==> config.mk <==
export PLATFORM = sky130hd
export DESIGN_NAME = acrb_register_bank
export DESIGN_NICKNAME = d
export VERILOG_FILES = /design/src/acrb_pkg.sv /design/src/acrb_pin_sync.sv /design/src/acrb_register_bank.sv
export SDC_FILE = /design/constraint.sdc
export NUM_CORES = 1
export LEC_CHECK = 0
export ABC_AREA = 1
export BUFFER_PORTS_ARGS = -buffer_cell sky130_fd_sc_hd__buf_2
export CORE_UTILIZATION = 25
export CTS_BUF_LIST = sky130_fd_sc_hd__clkbuf_4
export DETAILED_ROUTE_END_ITERATION = 8
export PLACE_DENSITY = 0.4
export REMOVE_ABC_BUFFERS = 1
export SLEW_MARGIN = 20
export SYNTH_ARGS = -nofsm -noshare
export SYNTH_HDL_FRONTEND = slang
export SYNTH_SLANG_ARGS = --single-unit
export TNS_END_PERCENT = 10
==> constraint.sdc <==
create_clock -name mclk -period 3.05 [get_ports mclk]
set_input_delay 0.4575 -clock mclk [delete_from_list [all_inputs] [get_ports mclk]]
set_output_delay 0.4575 -clock mclk [all_outputs]
set_load 0.1 [all_outputs]
==> src/acrb_pkg.sv <==
// ==========================================================
// Register map, reset values and field positions
package acrb_pkg;

  // ==========================================================
  // Register addresses
  localparam logic [3:0] ACRB_ADDR_ACR = 4'h2;
  localparam logic [3:0] ACRB_ADDR_SRC1 = 4'h3;
  localparam logic [3:0] ACRB_ADDR_SRC2 = 4'h4;
  localparam logic [3:0] ACRB_ADDR_TRIM = 4'h5;
  localparam logic [3:0] ACRB_ADDR_DIO = 4'h6;
  localparam logic [3:0] ACRB_ADDR_DIR = 4'h7;
  localparam logic [3:0] ACRB_ADDR_RLO = 4'h8;
  localparam logic [3:0] ACRB_ADDR_MODE = 4'h9;
  localparam logic [3:0] ACRB_ADDR_OCL = 4'hA;
  localparam logic [3:0] ACRB_ADDR_OCM = 4'hB;
  localparam logic [3:0] ACRB_ADDR_OCH = 4'hC;
  localparam logic [3:0] ACRB_ADDR_GCL = 4'hD;
  localparam logic [3:0] ACRB_ADDR_GCM = 4'hE;
  localparam logic [3:0] ACRB_ADDR_GCH = 4'hF;

  // ==========================================================
  // Reset values
  localparam logic [7:0] ACRB_RST_ACR = 8'h00;
  localparam logic [7:0] ACRB_RST_SRC = 8'h00;
  localparam logic [7:0] ACRB_RST_TRIM = 8'h00;
  localparam logic [7:0] ACRB_RST_DIO = 8'h00;
  localparam logic [7:0] ACRB_RST_DIR = 8'hFF;
  localparam logic [7:0] ACRB_RST_RLO = 8'h80;
  localparam logic [7:0] ACRB_RST_MODE = 8'h07;
  localparam logic [7:0] ACRB_RST_OCL = 8'h00;
  localparam logic [7:0] ACRB_RST_OCM = 8'h00;
  localparam logic [7:0] ACRB_RST_OCH = 8'h00;
  localparam logic [7:0] ACRB_RST_GCL = 8'h24;
  localparam logic [7:0] ACRB_RST_GCM = 8'h00;
  localparam logic [7:0] ACRB_RST_GCH = 8'h67;
  localparam logic [7:0] ACRB_RST_READ = 8'h00;

  // ==========================================================
  // Field positions
  localparam int ACRB_BIT_BURNOUT = 7;
  localparam int ACRB_BIT_SIGN = 7;
  localparam int ACRB_BIT_READY = 7;
  localparam int ACRB_BIT_FORMAT = 6;

  // ==========================================================
  // Decimation ratio limits
  localparam logic [10:0] ACRB_RATIO_MIN = 11'h014;
  localparam logic [10:0] ACRB_RATIO_MAX = 11'h7FF;

  // ==========================================================
  // Settling modes
  typedef enum logic [1:0] {
    ACRB_SETTLE_AUTO = 2'b00,
    ACRB_SETTLE_FAST = 2'b01,
    ACRB_SETTLE_SINC2 = 2'b10,
    ACRB_SETTLE_SINC3 = 2'b11
  } acrb_settle_t;

  // Gain code to power-of-two gain factor
  function automatic logic [7:0] acrb_gain_factor(input logic [2:0] code);
    acrb_gain_factor = 8'h01 << code;
  endfunction

endpackage

==> src/acrb_pin_sync.sv <==
`timescale 1ns/1ps
`default_nettype none
// ==========================================================
// Three-stage pin synchroniser; a change counts once stages agree
module acrb_pin_sync #(
  parameter int WIDTH = 8,
  parameter logic [WIDTH-1:0] RESET_VAL = '0
) (
  // Clock and reset
  input wire logic mclk,
  input wire logic srst,
  // Pins and filtered level
  input wire logic [WIDTH-1:0] pin_in,
  output logic [WIDTH-1:0] level_out
);

  logic [WIDTH-1:0] stage1_reg;
  logic [WIDTH-1:0] stage2_reg;
  logic [WIDTH-1:0] stage3_reg;

  // Shift chain; first stage feeds only the second
  always_ff @(posedge mclk) begin
    if (srst) begin
      stage1_reg <= RESET_VAL;
      stage2_reg <= RESET_VAL;
      stage3_reg <= RESET_VAL;
    end else begin
      stage1_reg <= pin_in;
      stage2_reg <= stage1_reg;
      stage3_reg <= stage2_reg;
    end
  end

  // Accept a bit where the last two stages agree, hold it otherwise
  always_ff @(posedge mclk) begin
    if (srst) begin
      level_out <= RESET_VAL;
    end else begin
      level_out <= (stage3_reg & ~(stage2_reg ^ stage3_reg)) |
                   (level_out & (stage2_reg ^ stage3_reg));
    end
  end

endmodule
`default_nettype wire

==> src/acrb_register_bank.sv <==
`timescale 1ns/1ps
`default_nettype none
// Summary of operation
// - Analog control bit 7 switches burnout current sources on when set.
// - Analog control bits 6-5 select source two range; 00 is off.
// - Analog control bits 4-3 select source one range; 00 is off.
// - Analog control bits 2-0 give gain as power of two, 1 to 128.
// - Each current source code scales its output linearly; both reset zero.
// - Direction bit 0 makes its pin an output, 1 an input.
// - Direction byte resets to all ones, every pin an input.
// - Decimation ratio is 11 bits; host keeps it within 20 to 2047.
// - Low ratio byte resets 80h; high ratio bits in mode bits 2-0.
// - Mode bit 7 mirrors ready pin level; writes to it ignored.
// - Mode bit 6 selects unipolar when set, two's complement when clear.
// - Mode bits 5-4 select auto, fast, sinc2 or sinc3 settling.
// - Analog control byte sits at address 02h and resets to zero.
module acrb_register_bank
  import acrb_pkg::*;
#(
  parameter logic [7:0] TRIM_RESET = ACRB_RST_TRIM,
  parameter logic [7:0] OCL_RESET = ACRB_RST_OCL,
  parameter logic [7:0] GCM_RESET = ACRB_RST_GCM
) (
  // Clock and reset
  input wire logic mclk,
  input wire logic srst,
  // Register access port from the command decoder
  input wire logic [3:0] reg_addr,
  input wire logic reg_wr,
  input wire logic [7:0] reg_wdata,
  input wire logic reg_rd,
  output logic [7:0] reg_rdata,
  output logic reg_rvalid,
  // Pins sampled from outside
  input wire logic conversion_ready_n_pin,
  input wire logic [7:0] general_io_in,
  // Digital I/O pin drive
  output logic [7:0] general_io_out,
  output logic [7:0] general_io_oe,
  // Analog controls
  output logic burnout_source_enable,
  output logic [1:0] source_two_range,
  output logic [1:0] source_one_range,
  output logic [2:0] gain_code,
  output logic [7:0] gain_factor,
  output logic [7:0] current_source_one_code,
  output logic [7:0] current_source_two_code,
  output logic offset_negative,
  output logic [6:0] offset_magnitude,
  // Filter and format controls
  output logic [10:0] decimation_ratio,
  output logic ratio_in_range,
  output logic unipolar_format,
  output acrb_settle_t settling_mode,
  // Calibration coefficients
  output logic [23:0] offset_cal,
  output logic [23:0] gain_cal
);

  // ==========================================================
  // Storage
  logic [7:0] acr_reg;
  logic [7:0] src1_reg;
  logic [7:0] src2_reg;
  logic [7:0] trim_reg;
  logic [7:0] dio_reg;
  logic [7:0] dir_reg;
  logic [7:0] rlo_reg;
  logic [6:0] mode_reg;
  logic [23:0] ocal_reg;
  logic [23:0] gcal_reg;
  logic [7:0] rdata_next;
  logic ready_level;
  logic [7:0] io_level;

  // ==========================================================
  // Pin synchronisers
  acrb_pin_sync #(
    .WIDTH(9),
    .RESET_VAL(9'h100)
  ) u_pin_sync (
    .mclk(mclk),
    .srst(srst),
    .pin_in({conversion_ready_n_pin, general_io_in}),
    .level_out({ready_level, io_level})
  );

  // Write decode helper
  function automatic logic wr_hit(input logic [3:0] a);
    wr_hit = reg_wr && (reg_addr == a);
  endfunction

  // ==========================================================
  // Analog control and current source codes
  always_ff @(posedge mclk) begin
    if (srst) begin
      acr_reg <= ACRB_RST_ACR;
      src1_reg <= ACRB_RST_SRC;
      src2_reg <= ACRB_RST_SRC;
      trim_reg <= TRIM_RESET;
    end else begin
      if (wr_hit(ACRB_ADDR_ACR)) begin
        acr_reg <= reg_wdata;
      end
      if (wr_hit(ACRB_ADDR_SRC1)) begin
        src1_reg <= reg_wdata;
      end
      if (wr_hit(ACRB_ADDR_SRC2)) begin
        src2_reg <= reg_wdata;
      end
      if (wr_hit(ACRB_ADDR_TRIM)) begin
        trim_reg <= reg_wdata;
      end
    end
  end

  // Digital I/O latch and direction
  always_ff @(posedge mclk) begin
    if (srst) begin
      dio_reg <= ACRB_RST_DIO;
      dir_reg <= ACRB_RST_DIR;
    end else begin
      if (wr_hit(ACRB_ADDR_DIO)) begin
        dio_reg <= reg_wdata;
      end
      if (wr_hit(ACRB_ADDR_DIR)) begin
        dir_reg <= reg_wdata;
      end
    end
  end

  // Decimation ratio and mode; ready bit is never stored
  always_ff @(posedge mclk) begin
    if (srst) begin
      rlo_reg <= ACRB_RST_RLO;
      mode_reg <= ACRB_RST_MODE[6:0];
    end else begin
      if (wr_hit(ACRB_ADDR_RLO)) begin
        rlo_reg <= reg_wdata;
      end
      if (wr_hit(ACRB_ADDR_MODE)) begin
        mode_reg <= reg_wdata[6:0];
      end
    end
  end

  // Calibration coefficients, one byte lane per address
  always_ff @(posedge mclk) begin
    if (srst) begin
      ocal_reg <= {ACRB_RST_OCH, ACRB_RST_OCM, OCL_RESET};
      gcal_reg <= {ACRB_RST_GCH, GCM_RESET, ACRB_RST_GCL};
    end else begin
      if (wr_hit(ACRB_ADDR_OCL)) begin
        ocal_reg[7:0] <= reg_wdata;
      end
      if (wr_hit(ACRB_ADDR_OCM)) begin
        ocal_reg[15:8] <= reg_wdata;
      end
      if (wr_hit(ACRB_ADDR_OCH)) begin
        ocal_reg[23:16] <= reg_wdata;
      end
      if (wr_hit(ACRB_ADDR_GCL)) begin
        gcal_reg[7:0] <= reg_wdata;
      end
      if (wr_hit(ACRB_ADDR_GCM)) begin
        gcal_reg[15:8] <= reg_wdata;
      end
      if (wr_hit(ACRB_ADDR_GCH)) begin
        gcal_reg[23:16] <= reg_wdata;
      end
    end
  end

  // ==========================================================
  // Field outputs straight from storage
  assign burnout_source_enable = acr_reg[ACRB_BIT_BURNOUT];
  assign source_two_range = acr_reg[6:5];
  assign source_one_range = acr_reg[4:3];
  assign gain_code = acr_reg[2:0];
  assign current_source_one_code = src1_reg;
  assign current_source_two_code = src2_reg;
  assign offset_negative = trim_reg[ACRB_BIT_SIGN];
  assign offset_magnitude = trim_reg[6:0];
  assign decimation_ratio = {mode_reg[2:0], rlo_reg};
  assign unipolar_format = mode_reg[ACRB_BIT_FORMAT];
  assign settling_mode = acrb_settle_t'(mode_reg[5:4]);
  assign offset_cal = ocal_reg;
  assign gain_cal = gcal_reg;
  assign general_io_out = dio_reg;

  // Registered derived outputs: gain, pin drive, ratio check
  always_ff @(posedge mclk) begin
    if (srst) begin
      gain_factor <= acrb_gain_factor(ACRB_RST_ACR[2:0]);
      general_io_oe <= ~ACRB_RST_DIR;
      ratio_in_range <= 1'b1;
    end else begin
      gain_factor <= acrb_gain_factor(acr_reg[2:0]);
      general_io_oe <= ~dir_reg;
      ratio_in_range <= (decimation_ratio >= ACRB_RATIO_MIN) &&
                        (decimation_ratio <= ACRB_RATIO_MAX);
    end
  end

  // ==========================================================
  // Read data selection
  always_comb begin
    case (reg_addr)
      ACRB_ADDR_ACR: rdata_next = acr_reg;
      ACRB_ADDR_SRC1: rdata_next = src1_reg;
      ACRB_ADDR_SRC2: rdata_next = src2_reg;
      ACRB_ADDR_TRIM: rdata_next = trim_reg;
      ACRB_ADDR_DIO: rdata_next = (io_level & dir_reg) | (dio_reg & ~dir_reg);
      ACRB_ADDR_DIR: rdata_next = dir_reg;
      ACRB_ADDR_RLO: rdata_next = rlo_reg;
      ACRB_ADDR_MODE: rdata_next = {ready_level, mode_reg};
      ACRB_ADDR_OCL: rdata_next = ocal_reg[7:0];
      ACRB_ADDR_OCM: rdata_next = ocal_reg[15:8];
      ACRB_ADDR_OCH: rdata_next = ocal_reg[23:16];
      ACRB_ADDR_GCL: rdata_next = gcal_reg[7:0];
      ACRB_ADDR_GCM: rdata_next = gcal_reg[15:8];
      ACRB_ADDR_GCH: rdata_next = gcal_reg[23:16];
      default: rdata_next = ACRB_RST_READ;
    endcase
  end

  // Read answer one cycle after the request
  always_ff @(posedge mclk) begin
    if (srst) begin
      reg_rdata <= ACRB_RST_READ;
      reg_rvalid <= 1'b0;
    end else begin
      reg_rvalid <= reg_rd;
      if (reg_rd) begin
        reg_rdata <= rdata_next;
      end
    end
  end
endmodule
`default_nettype wire

==> results of run 1 <==
==> cell usage after synthesis, types with 2 or more instances <==
cell and instances:
or2_2 3, nand3_2 8, nand2_1 206, o21ai_0 89
o21ai_1 4, dfxtp_1 173, nand2_2 6, buf_4 11
inv_2 6, nor2_1 55, a21oi_1 98, nor2_2 4
nor3_1 16, clkbuf_1 20, nor2_4 6, a21oi_2 8
nand3_1 107, buf_2 19, buf_6 5, inv_1 134
clkinv_2 2
==> cell usage in the layout, fill, tap and decap left out, drive strengths merged <==
cell	netlist	layout
o21ai	93	93
inv	140	148
buf	37	160
nor4	1	1
nor2	66	66
o31ai	1	1
nand3	116	116
nor3	17	17
a21oi	106	106
nand2	213	213
or2	3	3
clkinv	3	7
clkbuf	20	17
diode	0	2
bufinv	0	2
dfxtp	173	173
dlygate4sd3	0	7
clkinvlp	0	1
==> cells by family after synthesis <==
group,synth area share
DFF,0.477
buffers and inverters,0.120
AOI/OAI and AO/OA,0.142
and+or+nand+nor,0.260
==> per-layer routing <==
layer,GRT usage,up-vias,part of all wire
li1,-,3407,-
met1,0.235,2969,0.48
met2,0.275,147,0.46
met3,0.0371,10,0.054
met4,0.0358,0,0.0065
met5,0,-,0
==> worst paths after layout <==
path,startpoint,to,slack [ps],cells past startpoint
max,acr_reg[0],gain_code[0],970,1
min,general_io_in[5],u_pin_sync.stage1_reg[5],50,3
max reg2reg,acr_reg[0],reg_rdata[0],1690,6
min reg2reg,u_pin_sync.stage1_reg[5],u_pin_sync.stage2_reg[5],410,2
==> power breakdown <==
group / switching (mW) / internal (mW) / total, mW
clock network: 0.941 / 0.518 / 1.46
registers: 0.0423 / 2.31 / 2.36
logic: 0.489 / 0.105 / 0.594
==> metrics by stage <==
| stage | instance area, um^2 | instances | util |
|---|---|---|---|
| 2_1_floorplan | 6930 | 932 | - |
| 3_3_place_gp | 8230 | 1470 | 0.292 |
| 3_5_place_dp | 8230 | 1470 | 0.292 |
| 4_1_cts | 8560 | 1504 | 0.304 |
| 5_1_grt | 8610 | 1511 | 0.306 |
| 6_report | 8610 | 1511 | 0.306 |
==> layout make-up <==
cell class,instances,share of cell area
antenna,2,0.000581
clock buffer,17,0.0148
clock inverter,15,0.0205
inverter,143,0.0626
multi-input combinational,616,0.339
sequential,173,0.402
tap,378,0.0549
timing repair buffer,167,0.105
==> flow_summary.yaml, run 1 <==
sta:
  timing.clock.skew_ps: 25.0
  setup_violations_final: 0
  final.hold.worst_slack_ps: 52.4
  timing.final.crit_period_ps: 2080
  slew_headroom: 0.493
  clock.fmax_ghz: 0.481
  hold_violations: 0
  grt_setup_unrepaired: "false"
  min_period_over_period: 0.681
  final_max_slew_viol_count: 0
  layout_setup_ws_ps: 972
  setup_tns_ps: 0
  worst_slew_pin_slew_ps: 760
synthesis:
  synthTopCellsByArea: "dfxtp_1 48%, nand2_1 11%, nand3_1 7.4%, inv_1 6.9%, a21oi_1 6.8%"
  proportion_of_synthesized_flip_flops_having_asynchronous_set_or_reset: 0
  synth-edff-count: 0
  syn-cell-area_mm2: 0.00725
  syn_avg_cell_area_um2: 7.33
  post_synthesis_cell_type_count: 30
  post-synth-top-area-cell: "dfxtp_1"
  synth_warnings: 0
  synth_ff_type: "dfxtp_1"
  synthDominantCellAreaShare: 0.477
  ys_seq_elements: 173
  synth-seq-area-share: 0.477
  post_synthesis_cells: 989
route:
  drc_errors: 0
  detail_route.vias_per_cell: 4.32
  routed_wl_mm: 25.2
  first_iter_violations: 330
  routed_length_per_instance_um: 16.7
  drt_first_pass_iters: 5
  route.vias.total: 6533
  drt.antenna.violating_nets: 0
global_route:
  grt.overflow.total: 0
  global_route.usage.total: 0.172
  grt_max_degree: 64
  initial_antenna_violation_count: 2
  grt_pass1_wl_mm: 37.1
  grt_pass1_vias: 5939
cts:
  inserted_clock_buffers: 17
  cts_hold_buf: 2
  root_buffer: "clkbuf_4"
  cts_resized: 0
  clkLatencyLatePin_ps: 590
  clk_path_buf_depth: 2
  postCtsSetupRepairBufs: 0
  cts_htree_levels: 4
  path_clk_slew_ps: 170
  cts_tree: "yes"
  clkSinkCount: 173
layout:
  fillers: 3146
  syn_to_final_growth_pct: 18.7
  seqCellArea_mm2: 0.00346
  layout-drive-gt1-share: 0.211
  multiInputGateArea_mm2: 0.00292
  final_nets: 1143
setup_path:
  cp.arrival_ps: 1620
  critPathMaxStageDelay_ps: 540
  cp_data_required_time_ps: 2590
  critPathLaunchType: "flop"
  endpoint_kind: "output pin"
  critical_path.cell_chain: "buf_2"
  cpMaxStageDelayCell: "dfxtp_1"
  critical_path.max_fanout: 7
  path_delay_family: "flip-flops"
  critPathBufInv: 1
  worstSetupPathType: "reg2out"
floorplan:
  num_rows: 61
  initial_core_util: 0.258
  die_area_mm2: 0.0297
  dieWidth_um: 172
  die_boundary_height_um: 172
  floorplan.io_pins: 153
  core_area_mm2: 0.0282
place:
  post-dp-hpwl_mm: 17.6
  placement.io_buffers: 152
  dp_worst_setup_slack_ps: 881
  finalWeightedCongestion: 0.811
job:
  drv_cap: 0
power_and_ir_drop:
  total_chip_power_mw: 4.41
  power.static_leakage_nw: 3.84
  vdd_drop_max_v: 0.000247
  power.density_cell_area_mw_per_mm2: 512
min_path:
  holdCritPathClass: "in2reg"
outcome:
  run_status: "completed"
Power figures use the tool's default switching activity.
==> run 2: changes to the inputs <==
--- a/config.mk
+++ b/config.mk
@@ -10,7 +10,7 @@
 export CORE_UTILIZATION = 25
 export CTS_BUF_LIST = sky130_fd_sc_hd__clkbuf_4
 export DETAILED_ROUTE_END_ITERATION = 8
-export PLACE_DENSITY = 0.4
+export PLACE_DENSITY = 0.41
 export REMOVE_ABC_BUFFERS = 1
 export SLEW_MARGIN = 20
 export SYNTH_ARGS = -nofsm -noshare
==> constraint.sdc (replaced) <==
create_clock -name mclk -period 1.8 [get_ports mclk]
set_input_delay 0.27 -clock mclk [delete_from_list [all_inputs] [get_ports mclk]]
set_output_delay 0.27 -clock mclk [all_outputs]
set_load 0.1 [all_outputs]
==> run 2 against run 1 <==
Final area grew 5.1%. Hold slack better by 75 ps. Wire length is 1.4% higher. Non-clock buffer count grew 28. Sequential share of layout area fell by 1.9 points. First-iteration DRC count grew 35%. Critical path type unchanged. Critical endpoint is now reg_rdata[2]. Largest cell class unchanged. Largest power group unchanged.
==> flow_summary.yaml, run 2 (synthesis gave the netlist of run 1 again) <==
outcome:
  run_status: "completed"
sta:
  worst_slew_pin_slew_ps: 547
  setup_violations_final: 0
  grt_setup_unrepaired: "false"
  clock.fmax_ghz: 0.573
  min_period_over_period: 0.970
  slew_headroom: 0.638
  timing.final.crit_period_ps: 1750
  timing.clock.skew_ps: 23.3
  hold_violations: 0
  final_max_slew_viol_count: 0
floorplan:
  die_boundary_height_um: 172
  core_area_mm2: 0.0282
  die_area_mm2: 0.0297
  floorplan.io_pins: 153
  dieWidth_um: 172
  initial_core_util: 0.258
  num_rows: 61
power_and_ir_drop:
  netSwitchingFraction: 0.332
  vdd_drop_max_v: 0.000430
  total_chip_power_mw: 7.54
  internal_cell_power_mw: 5.03
  power.density_cell_area_mw_per_mm2: 833
  combinationalPowerShare: 0.143
  power.static_leakage_nw: 3.98
  power_switching_mw: 2.51
  p_clk_frac: 0.327
  sequentialPowerShare: 0.530
global_route:
  grt-busiest-layer: "met2"
  met3_usage: 0.0339
  grt_pass1_wl_mm: 38.6
  global_route.usage.total: 0.177
  grt_max_degree: 64
  met1_grt_util: 0.243
  initial_antenna_violation_count: 1
  grt_pass1_vias: 6296
  grt.overflow.total: 0
  grt_util_met2: 0.281
place:
  placement.io_buffers: 152
  finalWeightedCongestion: 0.795
  post-dp-hpwl_mm: 18.1
  postPlaceCellArea_mm2: 0.00851
route:
  drc_errors: 0
  drt_first_pass_iters: 5
  routed_wl_mm: 25.5
  route.vias.total: 6730
  routed_length_per_instance_um: 16.6
  drt.antenna.violating_nets: 0
  first_iter_violations: 444
  detail_route.vias_per_cell: 4.37
setup_path:
  worstSetupPathType: "reg2out"
  critPathMaxStageDelay_ps: 460
  cpMaxStageDelayCell: "buf_2"
  critical_path.max_fanout: 2
  critical_path.cell_chain: "buf_2"
  critPathBufInv: 1
  cp_data_required_time_ps: 1530
  endpoint_kind: "output pin"
  path_delay_family: "buffers and inverters"
  critPathLaunchType: "flop"
  cp.arrival_ps: 1480
cts:
  inserted_clock_buffers: 17
  path_clk_slew_ps: 160
  cts_htree_levels: 4
  cts_tree: "yes"
  clkLatencyLatePin_ps: 580
  root_buffer: "clkbuf_4"
  postCtsSetupRepairBufs: 0
  clk_path_buf_depth: 2
  clkSinkCount: 173
layout:
  post-route-cell-area_mm2: 0.00905
  mostFrequentLayoutCell: "nand2_1"
  layout.cells.most_common_list: "206 x nand2_1, 171 x dfxtp_1, 133 x inv_1, 107 x nand3_1, 102 x buf_2"
  syn_to_final_growth_pct: 24.8
  layout-drive-gt1-share: 0.230
  final_nets: 1171
  final_core_util: 0.321
  fillers: 3080
min_path:
  holdCritPathClass: "in2reg"
job:
  drv_cap: 0
run 2: cell count changes in the layout (fill, tap and decap cells not counted), sizes merged:
cell,before,now
inv,148,145
dlygate4sd3,7,10
clkinvlp,1,2
buf,160,147
clkinv,7,9
clkbuf,17,55
run 2: layout make-up:
type | instances | area [um^2] | share of cell area
multi-input cells | 616 | 2920 | 0.323
clock inverters | 15 | 183 | 0.0202
well taps | 378 | 473 | 0.0523
repair buffers | 195 | 1330 | 0.147
diodes | 2 | 5.00 | 0.000553
clock buffers | 17 | 128 | 0.0141
flip-flops and latches | 173 | 3470 | 0.383
inverters | 143 | 539 | 0.0596
run 2: final timing paths:
kind,cells after the start,startpoint,end,slack [ps]
max,1,reg_rdata[2],reg_rdata[2],50
max reg2reg,7,dir_reg[6],reg_rdata[6],460
min,3,reg_wdata[0],rlo_reg[0],130
min reg2reg,2,u_pin_sync.stage1_reg[2],u_pin_sync.stage2_reg[2],400
run 2: per-stage QoR:
step	setup slack, ps	std cells	hold WS [ps]	setup TNS [ps]
6_report	54.7	1539	127	0
5_1_grt	0.822	1539	86.0	0
4_1_cts	2.17	1537	92.0	0
3_5_place_dp	43.5	1495	394	0
3_3_place_gp	73.2	1495	389	0
2_1_floorplan	-111	932	332	-3910
run 2: timing repair:
| item | in CTS | in global routing |
|---|---|---|
| hold endpoints to repair | 13 | 0 |
| hold buffers | 10 | 0 |
| resized for setup | 12 | 40 |
| setup endpoints to repair | 12 | 40 |
| pin swaps | 0 | 0 |
run 2: per-layer routing:
layer  wire (um)  vias to the layer above
met1       12400                     3083
met4         467                        0
met5           0                        -
met3        1140                       23
met2       11600                      165
li1            -                     3459
run 2: power by group through the flow:
| stage | sequential, mW | combinational [mW] | clock (mW) |
|---|---|---|---|
| after detailed placement | 4.08 | 1.07 | 0 |
| after global routing | 4.01 | 1.16 | 2.73 |
| after CTS | 4.00 | 1.09 | 2.56 |
| after global placement | 4.08 | 1.06 | 0 |
| after floorplan | 4.48 | 0.270 | 0 |
| final | 3.99 | 1.08 | 2.47 |
